### src/hdl/modem_cfg_cfg.svh
/*
  Offsets, field positions, reset values and timing counts of the
  modem frequency and diversity configuration bank.
  Assumes an 8-bit register port with 7-bit addresses.
*/
`ifndef MODEM_CFG_CFG_SVH
`define MODEM_CFG_CFG_SVH

// ----------------------------------------------------------------
// offsets
// ----------------------------------------------------------------
`define OFS_LEVEL2_HOLD 7'h3e
`define OFS_LEVEL1_HOLD 7'h3f
`define OFS_CARRIER_HOLD 7'h40
`define OFS_SYMBOL_MAP 7'h41
`define OFS_FINE_HIGH 7'h42
`define OFS_FINE_LOW 7'h43
`define OFS_GAP_FIRST 7'h44
`define OFS_GAP_LAST 7'h47
`define OFS_DIV_MODE 7'h48
`define OFS_SEARCH_FIRST 7'h49
`define OFS_SEARCH_SECOND 7'h4a
`define OFS_LEVEL4_HOLD 7'h3c
`define OFS_LEVEL3_HOLD 7'h3d
`define OFS_SEARCH_CTRL 7'h60
`define OFS_SEARCH_STAT 7'h61

// ----------------------------------------------------------------
// reset values
// ----------------------------------------------------------------
`define RST_HOLD 7'h2d
`define RST_SYMBOL_MAP 8'he1
`define RST_FINE 8'h00
`define RST_AVG 3'h1
`define RST_FAST 1'b0
`define RST_RES 1'b1
`define RST_SEARCH 7'h0e

// ----------------------------------------------------------------
// field positions
// ----------------------------------------------------------------
`define BIT_FINE_DIR 7
`define BIT_FAST_MODE 4
`define BIT_SEARCH_RES 7

// ----------------------------------------------------------------
// timing: resolution steps at 200 MHz
// ----------------------------------------------------------------
`define CLK_MHZ 200
`define STEP_FINE_US 16
`define STEP_COARSE_US 256
`define STEP_FINE_CYC (`STEP_FINE_US * `CLK_MHZ)
`define STEP_COARSE_CYC (`STEP_COARSE_US * `CLK_MHZ)

`endif

### src/hdl/modem_cfg_pkg.sv
/*
  Types of the modem configuration bank.
  Assumes the constants header is compiled alongside.
*/
package modem_cfg_pkg;
  typedef struct packed {
    logic [6:0] top_level;
    logic [6:0] third_level;
    logic [6:0] second_level;
    logic [6:0] bottom_level;
    logic [6:0] carrier;
  } hold_times_t;

  typedef struct packed {
    logic [1:0] symbol_for_top_level;
    logic [1:0] symbol_for_third_level;
    logic [1:0] symbol_for_second_level;
    logic [1:0] symbol_for_bottom_level;
  } symbol_map_t;

  typedef struct packed {
    logic fine_offset_direction;
    logic [9:0] fine_offset_magnitude;
  } fine_offset_t;

  typedef struct packed {
    logic fast_enable;
    logic [2:0] energy_average_count;
    logic coarse_res;
    logic [6:0] first_search_count;
    logic [6:0] second_search_count;
  } diversity_t;

  typedef enum logic [1:0] {
    SRCH_IDLE,
    SRCH_FIRST,
    SRCH_SECOND
  } search_state_t;
endpackage : modem_cfg_pkg

### src/hdl/search_timer.sv
/*
  Search duration timer: counts a 7-bit count times a resolution step.
  Assumes start is a one-cycle pulse on the same clock.
*/
`timescale 1ns/10ps
`default_nettype none
`include "modem_cfg_cfg.svh"
module search_timer
  import modem_cfg_pkg::*;
(
  input wire logic clk,
  input wire logic rst_b,
  input wire logic start,
  input wire logic coarse,
  input wire logic [6:0] count,
  output logic busy,
  output logic done
);
  localparam logic [15:0] FINE_CYC = 16'(`STEP_FINE_CYC);
  localparam logic [15:0] COARSE_CYC = 16'(`STEP_COARSE_CYC);

  logic [15:0] step_r;
  logic [6:0] left_r;
  logic busy_r;
  logic done_r;
  logic [15:0] step_len;
  logic step_end;

  assign step_len = coarse ? COARSE_CYC : FINE_CYC;
  assign step_end = (step_r == step_len - 16'h0001);

  // duration = count x step; a zero count ends at once
  always_ff @(posedge clk or negedge rst_b) begin
    if (!rst_b) begin
      step_r <= 16'h0000;
      left_r <= 7'h00;
      busy_r <= 1'b0;
      done_r <= 1'b0;
    end else begin
      done_r <= 1'b0;
      if (start) begin
        step_r <= 16'h0000;
        left_r <= count;
        busy_r <= (count != 7'h00);
        done_r <= (count == 7'h00);
      end else if (busy_r) begin
        step_r <= step_end ? 16'h0000 : step_r + 16'h0001;
        if (step_end) begin
          left_r <= left_r - 7'h01;
          if (left_r == 7'h01) begin
            busy_r <= 1'b0;
            done_r <= 1'b1;
          end
        end
      end
    end
  end

  assign busy = busy_r;
  assign done = done_r;
endmodule // search_timer
`default_nettype wire

### src/hdl/modem_freq_diversity_cfg.sv
/*
  Register bank for deviation hold times, four-level symbol map, fine
  frequency offset and antenna diversity settings, plus a search timer.
  Assumes a synchronous 8-bit register port on MCLK; read data one
  cycle after the read strobe.
*/
// The address-and-strobe port is this design's own decision.
// Behaviour
// five 7-bit hold times, reset 0x2d
// bits 7:6 map top level, reset 11
// bits 1:0 map bottom level, reset 01
// map register resets 0xe1, middle fields
// high bit 7: 0 down, 1 up
// 10-bit magnitude across high, low registers
// mode bit 4 enables fast search
// 3-bit energy average count, reset 001
// search bit 7: 16 or 256 us
// two 7-bit search counts, reset 0x0e
// search time = count times step
`timescale 1ns/10ps
`default_nettype none
`include "modem_cfg_cfg.svh"
module modem_freq_diversity_cfg
  import modem_cfg_pkg::*;
(
  input wire logic MCLK,
  input wire logic RST_B,
  input wire logic [6:0] ADDR,
  input wire logic [7:0] WDATA,
  input wire logic WR,
  input wire logic RD,
  output logic [7:0] RDATA,
  output hold_times_t HOLD_TIMES,
  output symbol_map_t SYMBOL_MAP,
  output fine_offset_t FINE_OFFSET,
  output diversity_t DIVERSITY,
  output logic SEARCH_BUSY,
  output logic SEARCH_DONE
);
  // ----------------------------------------------------------------
  // registers
  // ----------------------------------------------------------------
  logic [6:0] hold_r [5];
  logic [7:0] map_r;
  logic dir_r;
  logic [9:0] mag_r;
  logic fast_r;
  logic [2:0] avg_r;
  logic res_r;
  logic [6:0] srch1_r;
  logic [6:0] srch2_r;
  logic done_seen_r;
  logic [7:0] rdata_nxt;
  search_state_t state_r;
  search_state_t state_nxt;

  // ----------------------------------------------------------------
  // decode
  // ----------------------------------------------------------------
  wire logic [6:0] hold_ofs [5];
  assign hold_ofs[0] = `OFS_LEVEL4_HOLD;
  assign hold_ofs[1] = `OFS_LEVEL3_HOLD;
  assign hold_ofs[2] = `OFS_LEVEL2_HOLD;
  assign hold_ofs[3] = `OFS_LEVEL1_HOLD;
  assign hold_ofs[4] = `OFS_CARRIER_HOLD;
  wire logic wr_map = WR && (ADDR == `OFS_SYMBOL_MAP);
  wire logic wr_high = WR && (ADDR == `OFS_FINE_HIGH);
  wire logic wr_low = WR && (ADDR == `OFS_FINE_LOW);
  wire logic wr_mode = WR && (ADDR == `OFS_DIV_MODE);
  wire logic wr_s1 = WR && (ADDR == `OFS_SEARCH_FIRST);
  wire logic wr_s2 = WR && (ADDR == `OFS_SEARCH_SECOND);
  wire logic wr_ctrl = WR && (ADDR == `OFS_SEARCH_CTRL);
  wire logic rd_stat = RD && (ADDR == `OFS_SEARCH_STAT);
  wire logic start_req = wr_ctrl && WDATA[0];

  // ----------------------------------------------------------------
  // hold times, one per level and carrier
  // ----------------------------------------------------------------
  genvar gi;
  generate
    for (gi = 0; gi < 5; gi++) begin : g_hold
      always_ff @(posedge MCLK or negedge RST_B) begin
        if (!RST_B) begin
          hold_r[gi] <= `RST_HOLD;
        end else if (WR && ADDR == hold_ofs[gi]) begin
          hold_r[gi] <= WDATA[6:0];
        end
      end
    end
  endgenerate

  // ----------------------------------------------------------------
  // map, fine offset and diversity fields
  // ----------------------------------------------------------------
  always_ff @(posedge MCLK or negedge RST_B) begin
    if (!RST_B) begin
      map_r <= `RST_SYMBOL_MAP;
      dir_r <= 1'b0;
      mag_r <= {2'b00, `RST_FINE};
    end else begin
      if (wr_map) map_r <= WDATA;
      if (wr_high) begin
        dir_r <= WDATA[`BIT_FINE_DIR];
        mag_r[9:8] <= WDATA[1:0];
      end
      if (wr_low) mag_r[7:0] <= WDATA;
    end
  end

  always_ff @(posedge MCLK or negedge RST_B) begin
    if (!RST_B) begin
      fast_r <= `RST_FAST;
      avg_r <= `RST_AVG;
      res_r <= `RST_RES;
      srch1_r <= `RST_SEARCH;
      srch2_r <= `RST_SEARCH;
    end else begin
      if (wr_mode) begin
        fast_r <= WDATA[`BIT_FAST_MODE];
        avg_r <= WDATA[2:0];
      end
      if (wr_s1) begin
        res_r <= WDATA[`BIT_SEARCH_RES];
        srch1_r <= WDATA[6:0];
      end
      if (wr_s2) srch2_r <= WDATA[6:0];
    end
  end

  // ----------------------------------------------------------------
  // search sequencer: first window, then second
  // ----------------------------------------------------------------
  wire logic tmr_busy;
  wire logic tmr_done;
  wire logic tmr_start = (state_r == SRCH_IDLE && start_req) ||
                         (state_r == SRCH_FIRST && tmr_done);
  wire logic [6:0] tmr_count = (state_r == SRCH_IDLE) ? srch1_r : srch2_r;

  always_comb begin
    state_nxt = state_r;
    case (state_r)
      SRCH_IDLE: if (start_req) state_nxt = SRCH_FIRST;
      SRCH_FIRST: if (tmr_done) state_nxt = SRCH_SECOND;
      SRCH_SECOND: if (tmr_done) state_nxt = SRCH_IDLE;
      default: state_nxt = SRCH_IDLE;
    endcase
  end

  search_timer u_timer (
    .clk(MCLK),
    .rst_b(RST_B),
    .start(tmr_start),
    .coarse(res_r),
    .count(tmr_count),
    .busy(tmr_busy),
    .done(tmr_done)
  );

  wire logic all_done = (state_r == SRCH_SECOND) && tmr_done;

  // sticky done; a finish in the read cycle wins over the clear
  always_ff @(posedge MCLK or negedge RST_B) begin
    if (!RST_B) begin
      state_r <= SRCH_IDLE;
      done_seen_r <= 1'b0;
    end else begin
      state_r <= state_nxt;
      done_seen_r <= all_done | (done_seen_r & ~rd_stat);
    end
  end

  // ----------------------------------------------------------------
  // read mux; reserved bits and unmapped addresses read zero
  // ----------------------------------------------------------------
  always_comb begin
    rdata_nxt = 8'h00;
    case (ADDR)
      `OFS_LEVEL4_HOLD: rdata_nxt = {1'b0, hold_r[0]};
      `OFS_LEVEL3_HOLD: rdata_nxt = {1'b0, hold_r[1]};
      `OFS_LEVEL2_HOLD: rdata_nxt = {1'b0, hold_r[2]};
      `OFS_LEVEL1_HOLD: rdata_nxt = {1'b0, hold_r[3]};
      `OFS_CARRIER_HOLD: rdata_nxt = {1'b0, hold_r[4]};
      `OFS_SYMBOL_MAP: rdata_nxt = map_r;
      `OFS_FINE_HIGH: rdata_nxt = {dir_r, 5'h00, mag_r[9:8]};
      `OFS_FINE_LOW: rdata_nxt = mag_r[7:0];
      `OFS_DIV_MODE: rdata_nxt = {3'h0, fast_r, 1'b0, avg_r};
      `OFS_SEARCH_FIRST: rdata_nxt = {res_r, srch1_r};
      `OFS_SEARCH_SECOND: rdata_nxt = {1'b0, srch2_r};
      `OFS_SEARCH_STAT: rdata_nxt = {4'h0, state_r, done_seen_r, tmr_busy};
      default: rdata_nxt = 8'h00;
    endcase
  end

  always_ff @(posedge MCLK or negedge RST_B) begin
    if (!RST_B) begin
      RDATA <= 8'h00;
      HOLD_TIMES <= '0;
      SYMBOL_MAP <= '0;
      FINE_OFFSET <= '0;
      DIVERSITY <= '0;
      SEARCH_BUSY <= 1'b0;
      SEARCH_DONE <= 1'b0;
    end else begin
      RDATA <= RD ? rdata_nxt : 8'h00;
      HOLD_TIMES <= {hold_r[0], hold_r[1], hold_r[2], hold_r[3], hold_r[4]};
      SYMBOL_MAP <= map_r;
      FINE_OFFSET <= {dir_r, mag_r};
      DIVERSITY <= {fast_r, avg_r, res_r, srch1_r, srch2_r};
      SEARCH_BUSY <= (state_r != SRCH_IDLE);
      SEARCH_DONE <= all_done;
    end
  end

  // ----------------------------------------------------------------
  // checks
  // ----------------------------------------------------------------
  AST_HOLD_WRITE: assert property (@(posedge MCLK) disable iff (!RST_B)
    WR && ADDR == `OFS_CARRIER_HOLD |=> ##1 HOLD_TIMES.carrier == $past(WDATA[6:0], 2))
    else $error("carrier hold time not written");
  AST_MAP_TOP: assert property (@(posedge MCLK) disable iff (!RST_B)
    wr_map |=> ##1 SYMBOL_MAP.symbol_for_top_level == $past(WDATA[7:6], 2))
    else $error("top level symbol wrong");
  AST_MAP_BOTTOM: assert property (@(posedge MCLK) disable iff (!RST_B)
    wr_map |=> ##1 SYMBOL_MAP.symbol_for_bottom_level == $past(WDATA[1:0], 2))
    else $error("bottom level symbol wrong");
  AST_MAP_READ: assert property (@(posedge MCLK) disable iff (!RST_B)
    RD && ADDR == `OFS_SYMBOL_MAP |=> RDATA == SYMBOL_MAP || $past(wr_map))
    else $error("map readback mismatch");
  AST_DIR: assert property (@(posedge MCLK) disable iff (!RST_B)
    wr_high |=> ##1 FINE_OFFSET.fine_offset_direction == $past(WDATA[7], 2))
    else $error("fine offset direction wrong");
  AST_MAG: assert property (@(posedge MCLK) disable iff (!RST_B)
    wr_low |=> ##1 FINE_OFFSET.fine_offset_magnitude[7:0] == $past(WDATA, 2))
    else $error("fine offset low byte wrong");
  AST_FAST: assert property (@(posedge MCLK) disable iff (!RST_B)
    wr_mode |=> ##1 DIVERSITY.fast_enable == $past(WDATA[4], 2))
    else $error("fast mode bit wrong");
  AST_AVG: assert property (@(posedge MCLK) disable iff (!RST_B)
    wr_mode |=> ##1 DIVERSITY.energy_average_count == $past(WDATA[2:0], 2))
    else $error("average count wrong");
  AST_RES: assert property (@(posedge MCLK) disable iff (!RST_B)
    wr_s1 |=> ##1 DIVERSITY.coarse_res == $past(WDATA[7], 2))
    else $error("search resolution wrong");
  AST_SRCH2: assert property (@(posedge MCLK) disable iff (!RST_B)
    wr_s2 |=> ##1 DIVERSITY.second_search_count == $past(WDATA[6:0], 2))
    else $error("second search count wrong");
  AST_ZERO_SEARCH: assert property (@(posedge MCLK) disable iff (!RST_B)
    state_r == SRCH_IDLE && start_req && srch1_r == 7'h00 && srch2_r == 7'h00
    |=> ##1 all_done)
    else $error("zero-length search did not end in two cycles");

  // ----------------------------------------------------------------
  // checks: middle map fields, high magnitude bits, first count
  // ----------------------------------------------------------------
  AST_MAP_THIRD: assert property (@(posedge MCLK) disable iff (!RST_B)
    wr_map |=> ##1 SYMBOL_MAP.symbol_for_third_level == $past(WDATA[5:4], 2))
    else $error("third level symbol wrong");
  AST_MAP_SECOND: assert property (@(posedge MCLK) disable iff (!RST_B)
    wr_map |=> ##1 SYMBOL_MAP.symbol_for_second_level == $past(WDATA[3:2], 2))
    else $error("second level symbol wrong");
  AST_MAG_HIGH: assert property (@(posedge MCLK) disable iff (!RST_B)
    wr_high |=> ##1 FINE_OFFSET.fine_offset_magnitude[9:8] == $past(WDATA[1:0], 2))
    else $error("fine offset high bits wrong");
  AST_SRCH1: assert property (@(posedge MCLK) disable iff (!RST_B)
    wr_s1 |=> ##1 DIVERSITY.first_search_count == $past(WDATA[6:0], 2))
    else $error("first search count wrong");

  // ----------------------------------------------------------------
  // checks: reserved bits read zero, fields hold between writes
  // ----------------------------------------------------------------
  AST_HOLD_RSVD: assert property (@(posedge MCLK) disable iff (!RST_B)
    RD && ADDR == `OFS_CARRIER_HOLD |=> RDATA[7] == 1'b0)
    else $error("hold time reserved bit not zero");
  AST_FINE_RSVD: assert property (@(posedge MCLK) disable iff (!RST_B)
    RD && ADDR == `OFS_FINE_HIGH |=> RDATA[6:2] == 5'h00)
    else $error("fine offset reserved bits not zero");
  AST_MODE_RSVD: assert property (@(posedge MCLK) disable iff (!RST_B)
    RD && ADDR == `OFS_DIV_MODE |=> RDATA[7:5] == 3'h0 && RDATA[3] == 1'b0)
    else $error("mode reserved bits not zero");
  AST_SRCH2_RSVD: assert property (@(posedge MCLK) disable iff (!RST_B)
    RD && ADDR == `OFS_SEARCH_SECOND |=> RDATA[7] == 1'b0)
    else $error("second search reserved bit not zero");
  AST_MAP_KEEP: assert property (@(posedge MCLK) disable iff (!RST_B)
    !wr_map |=> $stable(map_r))
    else $error("map changed without a write");
  AST_FINE_KEEP: assert property (@(posedge MCLK) disable iff (!RST_B)
    !wr_high && !wr_low |=> $stable(mag_r) && $stable(dir_r))
    else $error("fine offset changed without a write");
  AST_SRCH_KEEP: assert property (@(posedge MCLK) disable iff (!RST_B)
    !wr_s1 && !wr_s2 |=> $stable(srch1_r) && $stable(srch2_r) && $stable(res_r))
    else $error("search settings changed without a write");

  // ----------------------------------------------------------------
  // checks: search sequencer
  // ----------------------------------------------------------------
  AST_SEARCH_BUSY: assert property (@(posedge MCLK) disable iff (!RST_B)
    state_r == SRCH_IDLE && start_req |=> ##1 SEARCH_BUSY)
    else $error("search busy not raised after start");
  AST_DONE_PULSE: assert property (@(posedge MCLK) disable iff (!RST_B)
    SEARCH_DONE |=> SEARCH_DONE == 1'b0)
    else $error("search done longer than one cycle");
  // set must win over a status read in the same cycle
  AST_STICKY: assert property (@(posedge MCLK) disable iff (!RST_B)
    all_done |=> done_seen_r)
    else $error("sticky done not set");

  CVR_SEARCH_END: cover property (@(posedge MCLK) disable iff (!RST_B) all_done);
  CVR_MAP_WRITE: cover property (@(posedge MCLK) disable iff (!RST_B) wr_map);
  CVR_STAT_CLEAR: cover property (@(posedge MCLK) disable iff (!RST_B)
    rd_stat && done_seen_r);
  CVR_COARSE_RUN: cover property (@(posedge MCLK) disable iff (!RST_B)
    tmr_busy && res_r);
  CVR_FAST_ON: cover property (@(posedge MCLK) disable iff (!RST_B)
    wr_mode && WDATA[`BIT_FAST_MODE]);
endmodule // modem_freq_diversity_cfg
`default_nettype wire

### config.mk
export PLATFORM = sky130hd
export DESIGN_NAME = modem_freq_diversity_cfg
export DESIGN_NICKNAME = d
export VERILOG_FILES = /design/src/hdl/modem_cfg_pkg.sv /design/src/hdl/search_timer.sv /design/src/hdl/modem_freq_diversity_cfg.sv
export VERILOG_INCLUDE_DIRS = /design/src /design/src/hdl
export SDC_FILE = /design/constraint.sdc
export NUM_CORES = 1
export LEC_CHECK = 0
export ABC_AREA = 1
export BUFFER_PORTS_ARGS = -buffer_cell sky130_fd_sc_hd__buf_4
export CAP_MARGIN = 5
export CORE_UTILIZATION = 45
export DETAILED_ROUTE_END_ITERATION = 12
export SETUP_SLACK_MARGIN = 0.2
export SLEW_MARGIN = 20
export SYNTH_ARGS = -nofsm -noshare
export SYNTH_HDL_FRONTEND = slang
export SYNTH_SLANG_ARGS = --single-unit
### constraint.sdc
create_clock -name MCLK -period 1.7 [get_ports MCLK]
set_input_delay 0.34 -clock MCLK [delete_from_list [all_inputs] [get_ports MCLK]]
set_output_delay 0.34 -clock MCLK [all_outputs]
set_load 0.005 [all_outputs]
# Word-level counts from Yosys, hierarchy flattened
# Index checks and enable logic that the tools add are counted.
# op_classes
n_div	0
multipliers	0
reduce_logical	26
shift	0
addsub	3
bitwise_logic	3
n_mux	22
magnitude_cmp	0
eq_ne	20
# op_table
cell	n
case mux 8 bit (12 select lines)	1
2-to-1 mux 16 bit	4
== test 7 bit, second input constant	9
== test 7 x 6 -> 1 bit, second input constant	4
2-to-1 mux 7 bit	4
logical AND 1 bit	17
adder 16 x 1 -> 16 bit, second input constant	1
== test 16 bit	1
subtractor 16 x 1 -> 16 bit, second input constant	1
2-to-1 mux 1 bit	8
2-to-1 mux 8 bit	1
== test 7 x 1 -> 1 bit, second input constant	1
logical NOT 7 bit	1
nonzero test 7 bit	1
subtractor 7 x 1 -> 7 bit, second input constant	1
2-to-1 mux 2 bit	3
case mux 2 bit (3 select lines)	1
nonzero test 2 bit	3
inequality test 2 x 1 -> 1 bit, second input constant	2
AND reduction 3 bit	1
== test 2 x 1 -> 1 bit, second input constant	1
== test 2 bit, second input constant	1
logical NOT 2 bit	1
inequality test 2 bit, second input constant	1
other kinds (5)	5
# word_totals
reg_bits	184
elab_cells	113
mem_bits_ro	0
ram_bits	0
memories	0
latchBits	0

# Depth between registers and ports, before layout
# Gate-level depths: netlist of run 1.
# logic_depth
word_depth	7
ltp_mapped	12
depth_no_buf	11

# Cells and area by module
# A second synthesis of run 1 with hierarchy kept.
# unflattened
cells_unflattened	794
hier_area_um2	7669.9
# modules_own_cells
mod	seq_area_each_um2	cells_each	area_each_um2	instances
modem_freq_diversity_cfg	4018.9	579	6115.9	1
search_timer	625.6	215	1554.0	1

# Least setup slack after synthesis of run 1
# Ideal clock, no wire load.
# synth_path
path_type	register to register
start	register res_r
end	register u_timer.left_r[2]
setup_ns	0.117
stages_incl_launch_ff	10
setup_slack_ns	0.166
arrival_time_ns	1.416
n_path_buf	2
cell_sequence	dfstp_2 buf_6 nand3_1 o21ai_0 nand3_2 nand2_4 nand2_4 buf_6 nand2_1 nand2_1
# synth_between
elab_chain_len	5
# synth_lines
item	line_no	rtl
start, declared	modem_freq_diversity_cfg.sv:49	logic res_r;
start signal, assigned	modem_freq_diversity_cfg.sv:114	res_r <= `RST_RES;
start signal, assigned	modem_freq_diversity_cfg.sv:123	res_r <= WDATA[`BIT_SEARCH_RES];
2-to-1 mux 16 bit	search_timer.sv:29	assign step_len = coarse ? COARSE_CYC : FINE_CYC;
subtractor 16 x 1 -> 16 bit	search_timer.sv:30	assign step_end = (step_r == step_len - 16'h0001);
== test 16 bit	search_timer.sv:30	
nonzero test 2 bit (no source line)	-	
AND reduction 2 bit (no source line)	-	
end signal, assigned	search_timer.sv:43	left_r <= count;
end signal, assigned	search_timer.sv:49	left_r <= left_r - 7'h01;
end, declared	search_timer.sv:23	logic [6:0] left_r;
# No other way between the ends.
# A chain may end at the register's enable or synchronous reset.

# Worst setup path after layout of run 1
# layout_path
start	register res_r
end	register u_timer.step_r[1]
# layout_between
elab_chain_len	6
# layout_lines
item	line_no	rtl
2-to-1 mux 16 bit	search_timer.sv:29	
subtractor 16 x 1 -> 16 bit	search_timer.sv:30	
== test 16 bit	search_timer.sv:30	
2-to-1 mux 16 bit	search_timer.sv:47	step_r <= step_end ? 16'h0000 : step_r + 16'h0001;
2-to-1 mux 16 bit	search_timer.sv:46	end else if (busy_r) begin
2-to-1 mux 16 bit	search_timer.sv:41	if (start) begin
end signal, assigned	search_timer.sv:47	
end, declared	search_timer.sv:22	logic [15:0] step_r;
# No other way between the ends. The select of a mux whose other input is x is not followed.

==> results of run 1 <==
## worst register-to-register path, cell delays in order (launching register included)
cell                      delay (ns)
sky130_fd_sc_hd__dfstp_2        0.62
sky130_fd_sc_hd__nand2_2        0.08
sky130_fd_sc_hd__nand2_2        0.09
sky130_fd_sc_hd__nand2_2        0.07
sky130_fd_sc_hd__nor2_4         0.12
sky130_fd_sc_hd__nand3_4        0.11
sky130_fd_sc_hd__nand2_8        0.12
sky130_fd_sc_hd__nor2_4         0.04
sky130_fd_sc_hd__buf_6          0.13
sky130_fd_sc_hd__nand2_1        0.05
sky130_fd_sc_hd__nand2_1        0.04
## how the worst max path moves through the flow
stage	from	end	cells past startpoint
floorplan	res_r	u_timer.left_r[2]	11
global placement	res_r	u_timer.step_r[12]	10
detailed placement	ADDR[4]	srch1_r[5]	9
CTS	res_r	u_timer.step_r[12]	10
global route	u_timer.step_r[12]	u_timer.step_r[0]	11
finish	res_r	u_timer.step_r[1]	10
## logic make-up after synthesis
kind of cell,synth area share [%]
AOI/OAI and AO/OA,7.90
xor gates and xnor gates,1.36
and+or+nand+nor,24.0
adders and majority gates,0.488
DFF,60.3
buffers and inverters,5.90
## through the flow
stage | instances | util [%] | hold WS [ns] | instance area (sq um)
2_1_floorplan | 838 | - | 0.0444 | 7700
3_3_place_gp | 1162 | 53.1 | 0.302 | 8830
3_5_place_dp | 1162 | 53.1 | 0.298 | 8830
4_1_cts | 1200 | 56.8 | 0.144 | 9450
5_1_grt | 1205 | 57.6 | 0.173 | 9580
6_report | 1205 | 57.6 | 0.165 | 9580
## metal layers
layer / share of wire, % / up-vias
met1: 49 / 2801
met5: 0 / -
li1: - / 2933
met2: 45 / 145
met4: 1.6 / 0
met3: 5.0 / 21
## flip-flops by register name (all words and copies together) (netlist names), 2 cells and up
register	flops
SYMBOL_MAP	8
HOLD_TIMES	35
avg_r	3
u_timer.left_r	7
srch1_r	7
hold_r	35
srch2_r	7
state_r	2
DIVERSITY	19
mag_r	10
map_r	8
FINE_OFFSET	11
RDATA	8
u_timer.step_r	16
## cell usage in the layout, fill, tap and decap left out, types with 6 or more instances in the layout
cell type | synthesis | routed
sky130_fd_sc_hd__nand2_1 | 276 | 270
sky130_fd_sc_hd__dfrtp_1 | 152 | 151
sky130_fd_sc_hd__buf_4 | 2 | 128
sky130_fd_sc_hd__o21ai_0 | 72 | 69
sky130_fd_sc_hd__inv_1 | 64 | 60
sky130_fd_sc_hd__nand3_1 | 52 | 51
sky130_fd_sc_hd__nor2_1 | 54 | 49
sky130_fd_sc_hd__dfstp_2 | 32 | 32
sky130_fd_sc_hd__nand2_2 | 12 | 18
sky130_fd_sc_hd__clkbuf_16 | 0 | 17
sky130_fd_sc_hd__o21ai_1 | 13 | 15
sky130_fd_sc_hd__inv_2 | 10 | 13
sky130_fd_sc_hd__a21oi_1 | 12 | 11
sky130_fd_sc_hd__nand4_1 | 11 | 11
sky130_fd_sc_hd__o21ai_2 | 10 | 11
sky130_fd_sc_hd__nor2_2 | 7 | 9
sky130_fd_sc_hd__xor2_1 | 8 | 7
sky130_fd_sc_hd__nor2_4 | 3 | 6
sky130_fd_sc_hd__buf_6 | 8 | 6
## power by group
part           switching (W)  internal (W)  leakage (nW)
clock network        0.00176       0.00197         0.268
registers           0.000192       0.00471          2.39
logic               0.000377      0.000332          2.14
total                0.00232       0.00701          4.80
## cell type report
type,count,area (sq um),share of cell area (%)
multi-input cells,555,2690,28.1
clock inverters,11,90.1,0.940
flip-flops and latches,184,4650,48.5
inverters,75,287,2.99
repair buffers,140,1140,11.9
clock buffers,20,457,4.77
well taps,220,275,2.87
## repair_timing
item | in CTS | in global routing
setup endpoints to repair | 17 | 24
cloned | 0 | 0
setup buffers | 6 | 5
hold buffers | 1 | 0
gates resized for setup | 4 | 32
endpoints found under the hold margin | 29 | 0
pin swaps | 4 | 8
==> impl_results.md, run 1 <==
* Total clock buffers created by CTS at 17
* GRT Residual Overflow at 0
* Area fraction of the dominant cell type after synthesis at 49.4%
* Average cell area after synthesis at 9.19 sq um
* Largest net degree at the start of global routing at 44
* Number of enable flip-flop cells after synthesis at 0
* FMAX at 0.639 GHz
* TritonCTS clock tree: built
* Smallest setup slack after layout at 0.135 ns
* Slew of the pin with the lowest slew margin at 0.540 ns
* Total Wirelength at 19000 um
* Distinct cell type count after synthesis at 33
* Most used routing layer in global routing: met2
* Buffer cell driving the clock tree root: sky130_fd_sc_hd__clkbuf_16
* Seq cells post-synth at 184
* Synth-to-layout area growth at 24.5%
* H-tree depth at 4
* Fraction of final layout cells sized beyond drive strength 1 at 27.8%
* Critical Path RT at 2.03 ns
* Fill cell count at 1447
* Clock tree buffer depth at 2
* Cell family contributing the most delay on the critical path: simple AND/OR/NAND/NOR gates
* Launch instance of the worst register-to-register path: res_r
* Largest voltage drop on the vdd net at 750 uV
* # nets final at 995
* Buffers added on ports at 101
* Slew headroom at 64.0%
* Total of endpoints with negative setup slack in the final report at 0
* Data arrival time of the worst path at 1.89 ns
* Final number of max-transition violations at 0
* Cell count of the worst hold path at 3
* Unrepaired setup endpoints after global routing: true
* Via count of the first global-routing pass at 5518
* Leakage power of the design at 4.80 nW
* Starting utilization of the core area at 46.3%
* Hold Path Class: primary input to flop
* Yosys synthesis warning count at 0
* Share of the yosys chip area belonging to registers at 60.3%
* Ratio of routed vias to standard cells at 4.90
* TritonRoute pass-1 iters at 5
* Post-Route Setup TNS at 0 ns
* Destination of the worst hold path: RDATA[0]
* Top cell types by occurrence after synthesis: sky130_fd_sc_hd__nand2_1, sky130_fd_sc_hd__dfrtp_1, sky130_fd_sc_hd__o21ai_0, sky130_fd_sc_hd__inv_1, sky130_fd_sc_hd__nor2_1
* Category of the worst setup path capture point: flop
* TritonCTS Sinks at 184
* Chip Width at 133 um
* Max stage delay on crit path at 0.62 ns
* Met1 Usage GRT at 34.0%
* Maximum Capacitance Violations at 0
* Worst skew pair latency at 0.43 ns
* Critical path buffer and inverter count at 1
* Die height at 133 um
* Crit path time final at 1.57 ns
* Number of DRC markers in iteration 0 at 428
* Number of antenna cells inserted at 0
* Wire length of the first global-routing pass at 30600 um
* DR DRC count at 0
* Rows at 47
* Cells taking the most area after synthesis: sky130_fd_sc_hd__dfrtp_1, sky130_fd_sc_hd__nand2_1, sky130_fd_sc_hd__dfstp_2, sky130_fd_sc_hd__o21ai_0, sky130_fd_sc_hd__nand3_1
* Number of nets produced by synthesis at 860
* Detail Route Antenna Nets at 0
* Total half-perimeter wirelength after legalization and detailed placement at 13400 um
* Avg WL per Cell at 15.8 um
* Min-Delay Startpoint: RD
* Mapped Area at 7700 sq um
* Worst reg2reg path depth at 10
* Final worst path period share at 92.1%
* Cell type contributing the most total cell area after synthesis: sky130_fd_sc_hd__dfrtp_1
* Pwr Total at 0.00934 W
* Most common flop cell mapped by yosys: sky130_fd_sc_hd__dfrtp_1
* Critical-path maximum fanout at 6
* Count of endpoints failing hold in the final timing report at 0
* Detailed-route via count at 5900
* CTS clk-pin slew, worst paths at 0.07 ns
* Global-route track usage on met2 at 34.1%
* Clock tree skew after final layout at 0.00797 ns
* Top-count cell post-synth: sky130_fd_sc_hd__nand2_1
* Met3 track demand over resource in global routing at 4.02%
* Cell repeated most along the worst path: sky130_fd_sc_hd__nand2_2
* Ratio of total power to cell area at 974 nW/um^2
* Critical R2R Capture: u_timer.step_r[1]
* Critical Path, Cell by Cell: nand2_2 > nand2_2 > nand2_2 > nor2_4 > nand3_4 > nand2_8 > nor2_4 > buf_6 > nand2_1 > nand2_1
* Critical-path cell with the highest stage delay: sky130_fd_sc_hd__dfstp_2
* Type of the worst setup path: flop to flop
* Synthesized netlist cell count at 838
* Fraction of registers with async set/reset at 100%
* Post-place setup slack at 0.00295 ns
* Setup slack of the worst register-to-register path at 0.13 ns
* Critical path launch point type: flop
* Total global-route track usage at 23.0%
* Core footprint at 16600 sq um
* Ports at 102
* Die ar. at 17600 sq um
* Run status: completed
* Number of antenna violations at the first check in global routing at 0
* Final estimated routing congestion in global placement at 0.858
No activity file was read; power rests on OpenSTA's default activity.
==> run 2: changes to the inputs <==
Settings changed: ABC_AREA 1 to unset.
==> impl_results.md, run 2 <==
* Core footprint at 15900 sq um
* Hold Path Class: primary input to flop
* Ports at 102
* Total Wirelength at 18800 um
* Total clock buffers created by CTS at 17
* Die ar. at 16800 sq um
* Critical path launch point type: flop
* Top cell types by occurrence after synthesis: sky130_fd_sc_hd__dfrtp_1, sky130_fd_sc_hd__mux2_2, sky130_fd_sc_hd__dfstp_2, sky130_fd_sc_hd__nand2_1, sky130_fd_sc_hd__nand3_1
* Wire length of the first global-routing pass at 29600 um
* Buffers added on ports at 101
* Fraction of registers with async set/reset at 100%
* Worst skew pair latency at 0.43 ns
* Clock tree buffer depth at 2
* TritonRoute pass-1 iters at 4
* Number of nets produced by synthesis at 570
* Most common flop cell mapped by yosys: sky130_fd_sc_hd__dfrtp_1
* Category of the worst setup path capture point: flop
* Final worst path period share at 105%
* Ratio of total power to cell area at 1020 nW/um^2
* FMAX at 0.560 GHz
* Cell type contributing the most total cell area after synthesis: sky130_fd_sc_hd__dfrtp_1
* Post-place setup slack at -0.130 ns
* Commonest cells after routing, fill and taps aside: sky130_fd_sc_hd__buf_4, sky130_fd_sc_hd__dfrtp_1, sky130_fd_sc_hd__mux2_2, sky130_fd_sc_hd__dfstp_2, sky130_fd_sc_hd__nand2_1
* Maximum Capacitance Violations at 0
* Pwr Total at 0.0102 W
* Sequential cell fraction of total power at 48.7%
* Largest regs: HOLD_TIMES: 35 flops, hold_r: 35 flops, DIVERSITY: 19 flops
* Count of endpoints failing hold in the final timing report at 0
* Mapped Area at 7350 sq um
* Smallest setup slack after layout at -0.0865 ns
* Leakage power of the design at 4.77 nW
* Total global-route track usage at 23.8%
* Number of antenna violations at the first check in global routing at 0
* Fraction of final layout cells sized beyond drive strength 1 at 52.6%
* Number of enable flip-flop cells after synthesis at 0
* Violated checks: negative setup slack
* Largest voltage drop on the vdd net at 697 uV
* GRT Residual Overflow at 0
* H-tree depth at 4
* Rows at 46
* Post-Route Setup TNS at -0.534 ns
* Crit path time final at 1.79 ns
* CTS clk-pin slew, worst paths at 0.07 ns
* Share of the yosys chip area belonging to registers at 63.2%
* Synthesized netlist cell count at 548
* Top-count cell post-synth: sky130_fd_sc_hd__dfrtp_1
* # nets final at 753
* TritonCTS clock tree: built
* Yosys synthesis warning count at 0
* Avg WL per Cell at 19.6 um
* Non-filler instance count after layout at 960
* Seq cells post-synth at 184
* Total half-perimeter wirelength after legalization and detailed placement at 13000 um
* Total of endpoints with negative setup slack in the final report at 11
* Unrepaired setup endpoints after global routing: true
* Sw Share at 23.9%
* Slew headroom at 66.8%
* Critical Path RT at 2.01 ns
* Starting utilization of the core area at 46.1%
* Number of antenna cells inserted at 0
* Largest net degree at the start of global routing at 48
* Most common cell after layout, fill and taps aside: sky130_fd_sc_hd__buf_4
* Area fraction of the dominant cell type after synthesis at 51.8%
* Net Sw Power at 0.00245 W
* Number of placed cells counting well taps at 910
* Die height at 130 um
* Final number of max-transition violations at 0
* Chip Width at 130 um
* Clock network fraction of total power at 40.2%
* Int Power at 0.00780 W
* Synth-to-layout area growth at 36.3%
* Clock tree skew after final layout at 0.0106 ns
* Fill cell count at 1255
* DR DRC count at 0
* Distinct cell type count after synthesis at 55
* Final estimated routing congestion in global placement at 0.887
* Via count of the first global-routing pass at 5439
* Cells taking the most area after synthesis: sky130_fd_sc_hd__dfrtp_1, sky130_fd_sc_hd__mux2_2, sky130_fd_sc_hd__dfstp_2, sky130_fd_sc_hd__mux4_2, sky130_fd_sc_hd__nand2_1
* Combinational power share at 11.1%
* Data arrival time of the worst path at 2.10 ns
* Number of DRC markers in iteration 0 at 282
* Type of the worst setup path: flop to flop
* Average cell area after synthesis at 13.4 sq um
* Buffer cell driving the clock tree root: sky130_fd_sc_hd__clkbuf_16
* Critical-path maximum fanout at 4
* Run status: complete, but fails checks
* Slew of the pin with the lowest slew margin at 0.498 ns
* Detailed-route via count at 5175
* Min Hold Slack at 0.203 ns
* Ratio of routed vias to standard cells at 5.39
* TritonCTS Sinks at 184
* Detail Route Antenna Nets at 0
## run 2: critical path: stages (launching register included)
cell and delay, ns:
sky130_fd_sc_hd__dfrtp_1 0.41, sky130_fd_sc_hd__buf_6 0.12, sky130_fd_sc_hd__buf_6 0.08, sky130_fd_sc_hd__and4_4 0.23, sky130_fd_sc_hd__and3_4 0.18, sky130_fd_sc_hd__nand4_1 0.17, sky130_fd_sc_hd__and3_1 0.21, sky130_fd_sc_hd__o31a_1 0.28
## run 2: metal layers
layer | vias to the layer above | share of wire (%) | GRT usage (%) | routed length (um)
met3 | 22 | 4.0 | 5.90 | 745
li1 | 2357 | - | - | -
met5 | - | 0 | 0 | 0
met4 | 0 | 1.1 | 6.91 | 210
met2 | 124 | 51 | 39.3 | 9630
met1 | 2672 | 44 | 31.3 | 8220
## run 2: per-stage QoR
| stage | utilization (%) | cell area (sq um) |
|---|---|---|
| 2_1_floorplan | - | 7620 |
| 3_3_place_gp | 56.7 | 9040 |
| 3_5_place_dp | 56.7 | 9040 |
| 4_1_cts | 61.8 | 9850 |
| 5_1_grt | 62.8 | 10000 |
| 6_report | 62.8 | 10000 |
## run 2: repair_timing
item                                    in CTS  in global routing
endpoints found under the setup margin      22                 25
gates cloned                                 0                  1
buffers inserted                            10                  6
hold buffers                                 1                  0
hold endpoints to repair                    33                  0
gates resized for setup                     25                 22
pin swaps                                   16                 12
## run 2: final cells by class
cell class / instances / area (sq um) / area share [%]
Sequential cell: 184 / 4640 / 46.4
Tap cell: 216 / 270 / 2.70
Multi-Input combinational cell: 327 / 2890 / 28.9
Clock buffer: 19 / 453 / 4.52
Inverter: 7 / 26.3 / 0.262
Timing Repair Buffer: 194 / 1560 / 15.6
Clock inverter: 13 / 168 / 1.67
## run 2: path summary, 6_finish.rpt
kind                                      end              start  cells past startpoint  slack [ns]
setup reg to reg           u_timer.step_r[11]  u_timer.step_r[0]                      7       -0.09
setup / recovery           u_timer.step_r[11]  u_timer.step_r[0]                      7       -0.09
max in group asynchronous          hold_r[24]              RST_B                      3        0.61
hold reg to reg                 HOLD_TIMES[1]          hold_r[1]                      0        0.39
min in group asynchronous       DIVERSITY[18]              RST_B                      2        0.43
hold / removal                       map_r[7]           WDATA[7]                      2        0.20
## run 2: logic make-up (layout without fill, tap and decap cells)
logic type / Yosys count / in the layout / synth area share, %
buf+inv: 37 / 233 / 2.03
compound gates: 75 / 75 / 6.88
flops: 184 / 184 / 63.2
simple gates: 142 / 142 / 10.4
xor+xnor: 11 / 11 / 1.31
fa+ha+maj: 3 / 3 / 0.511
mux: 96 / 96 / 15.6
## run 2: power by group through the flow
stage	logic [W]	registers [W]	clock network [W]
6_report	0.00114	0.00499	0.00412
3_3_place_gp	0.00101	0.00504	0
2_1_floorplan	0.000430	0.00500	0
5_1_grt	0.00124	0.00503	0.00436
4_1_cts	0.00109	0.00498	0.00419
3_5_place_dp	0.00104	0.00505	0
==> run 3: changes to the inputs <==
Settings changed: PLACE_DENSITY_LB_ADDON set to 0.12.
==> impl_results.md, run 3 (synthesis results as in run 2) <==
* Run status: complete, but fails checks
* Violated checks: negative setup slack
* Buffers added on ports at 101
* Detailed-route via count at 5013
* Largest net degree at the start of global routing at 58
* Clock tree buffer depth at 2
* Detail Route Antenna Nets at 0
* # nets final at 740
* Pwr Total at 0.0101 W
* Fraction of final layout cells sized beyond drive strength 1 at 51.7%
* Type of the worst setup path: flop to flop
* Critical path launch point type: flop
* Ratio of routed vias to standard cells at 5.29
* Ports at 102
* Data arrival time of the worst path at 2.13 ns
* Worst reg2reg path depth at 6
* Avg WL per Cell at 18.9 um
* Final number of max-transition violations at 0
* Worst skew pair latency at 0.42 ns
* Commonest cells after routing, fill and taps aside: sky130_fd_sc_hd__buf_4, sky130_fd_sc_hd__dfrtp_1, sky130_fd_sc_hd__mux2_2, sky130_fd_sc_hd__dfstp_2, sky130_fd_sc_hd__nand2_1
* Category of the worst setup path capture point: flop
* Clock tree skew after final layout at 0.00776 ns
* Slew headroom at 66.0%
* Total half-perimeter wirelength after legalization and detailed placement at 12700 um
* Count of endpoints failing hold in the final timing report at 0
* Total of endpoints with negative setup slack in the final report at 14
* Most common cell after layout, fill and taps aside: sky130_fd_sc_hd__buf_4
* Total clock buffers created by CTS at 17
* Core footprint at 15900 sq um
* Number of placed cells counting well taps at 901
* H-tree depth at 4
* Post-route cell area at 9950 sq um
* Cell family contributing the most delay on the critical path: simple AND/OR/NAND/NOR gates
* Starting utilization of the core area at 46.1%
* Largest voltage drop on the vdd net at 806 uV
* TritonRoute pass-1 iters at 4
* FMAX at 0.547 GHz
* Number of DRC markers in iteration 0 at 308
* Via count of the first global-routing pass at 5153
* Maximum Capacitance Violations at 0
* TritonCTS Sinks at 184
* Rows at 46
* Critical-path maximum fanout at 4
* Cell count of the worst hold path at 2
* Smallest setup slack after layout at -0.128 ns
* Total Wirelength at 17900 um
* Die ar. at 16800 sq um
* Number of antenna violations at the first check in global routing at 0
* Crit path time final at 1.83 ns
* Critical Path, Cell by Cell: or3b_4 > nor4_4 > buf_6 > and2_4 > nor4_1 > o31a_1
* DR DRC count at 0
* Chip Width at 130 um
* Wire length of the first global-routing pass at 28400 um
* TritonCTS clock tree: built
* GRT Residual Overflow at 0
* Total global-route track usage at 22.8%
* Total stage count of the critical path at 6
* Post-Route Setup TNS at -0.911 ns
* Critical Path RT at 2.01 ns
* Die height at 130 um
* Largest regs: HOLD_TIMES: 35 flops, hold_r: 35 flops, DIVERSITY: 19 flops
* Final worst path period share at 108%
* Buffer cell driving the clock tree root: sky130_fd_sc_hd__clkbuf_16
* Leakage power of the design at 4.70 nW
* DP Area at 9000 sq um
* Synth-to-layout area growth at 35.4%
* Slew of the pin with the lowest slew margin at 0.507 ns
* CTS clk-pin slew, worst paths at 0.06 ns
* Number of antenna cells inserted at 0
* Non-filler instance count after layout at 947
* Final estimated routing congestion in global placement at 0.845
* Unrepaired setup endpoints after global routing: true
* Critical path buffer and inverter count at 1
* Critical-path cell with the highest stage delay: sky130_fd_sc_hd__or3b_4
* Ratio of total power to cell area at 1010 nW/um^2
* Hold Path Class: primary input to flop
* Max stage delay on crit path at 0.41 ns
[run 3: cell count changes in the layout (fill, tap and decap cells not counted), sizes merged]
cell      delta
clkinv       -1
clkinvlp     -2
clkbuf       +4
buf         -14
[run 3: path summary, 6_finish.rpt]
kind / from / end / slack [ns]
min in group asynchronous: RST_B / DIVERSITY[18] / 0.34
worst min-delay path: WDATA[7] / res_r / 0.20
worst max-delay path: u_timer.step_r[12] / u_timer.step_r[11] / -0.13
worst min register to register: hold_r[13] / HOLD_TIMES[13] / 0.40
max in group asynchronous: RST_B / avg_r[0] / 0.74
worst max register to register: u_timer.step_r[12] / u_timer.step_r[11] / -0.13
[run 3: timing repair]
action | CTS | global route
pin swaps | 15 | 17
hold endpoints to repair | 18 | 0
endpoints found under the setup margin | 21 | 25
gates cloned | 0 | 1
hold buffers | 1 | 0
gates resized for setup | 21 | 31
buffers inserted | 6 | 6
[run 3: through the flow]
| step | worst slack (ns) | util [%] | hold slack, ns |
|---|---|---|---|
| 3_3_place_gp | -0.116 | 56.4 | 0.203 |
| 3_5_place_dp | -0.126 | 56.4 | 0.204 |
| 4_1_cts | -0.0570 | 61.1 | 0.181 |
| 5_1_grt | -0.208 | 62.4 | 0.186 |
| 2_1_floorplan | -0.134 | - | 0.0444 |
| 6_report | -0.128 | 62.4 | 0.201 |
[run 3: layout make-up]
type / instances / area (sq um)
Sequential cell: 184 / 4650
Fill cell: 1247 / 5990
Clock inverter: 10 / 145
Inverter: 7 / 26.3
Tap cell: 216 / 270
Clock buffer: 22 / 454
Multi-Input combinational cell: 327 / 2910
Timing Repair Buffer: 181 / 1500
[run 3: metal layers]
| metal | global-route usage [%] | vias to the layer above | wire [um] | part of all wire, % |
|---|---|---|---|---|
| met3 | 5.00 | 12 | 656 | 3.7 |
| met4 | 6.50 | 0 | 162 | 0.91 |
| met2 | 37.4 | 91 | 9040 | 51 |
| met1 | 30.5 | 2572 | 8010 | 45 |
| li1 | - | 2338 | - | - |
| met5 | 0 | - | 0 | 0 |
[run 3: power by group]
group	switching (W)	total, W	leakage [nW]	internal (W)
clock	0.00164	0.00402	0.291	0.00237
combinational	0.000477	0.00109	2.01	0.000613
sequential	0.000229	0.00498	2.40	0.00475
total	0.00235	0.0101	4.70	0.00774
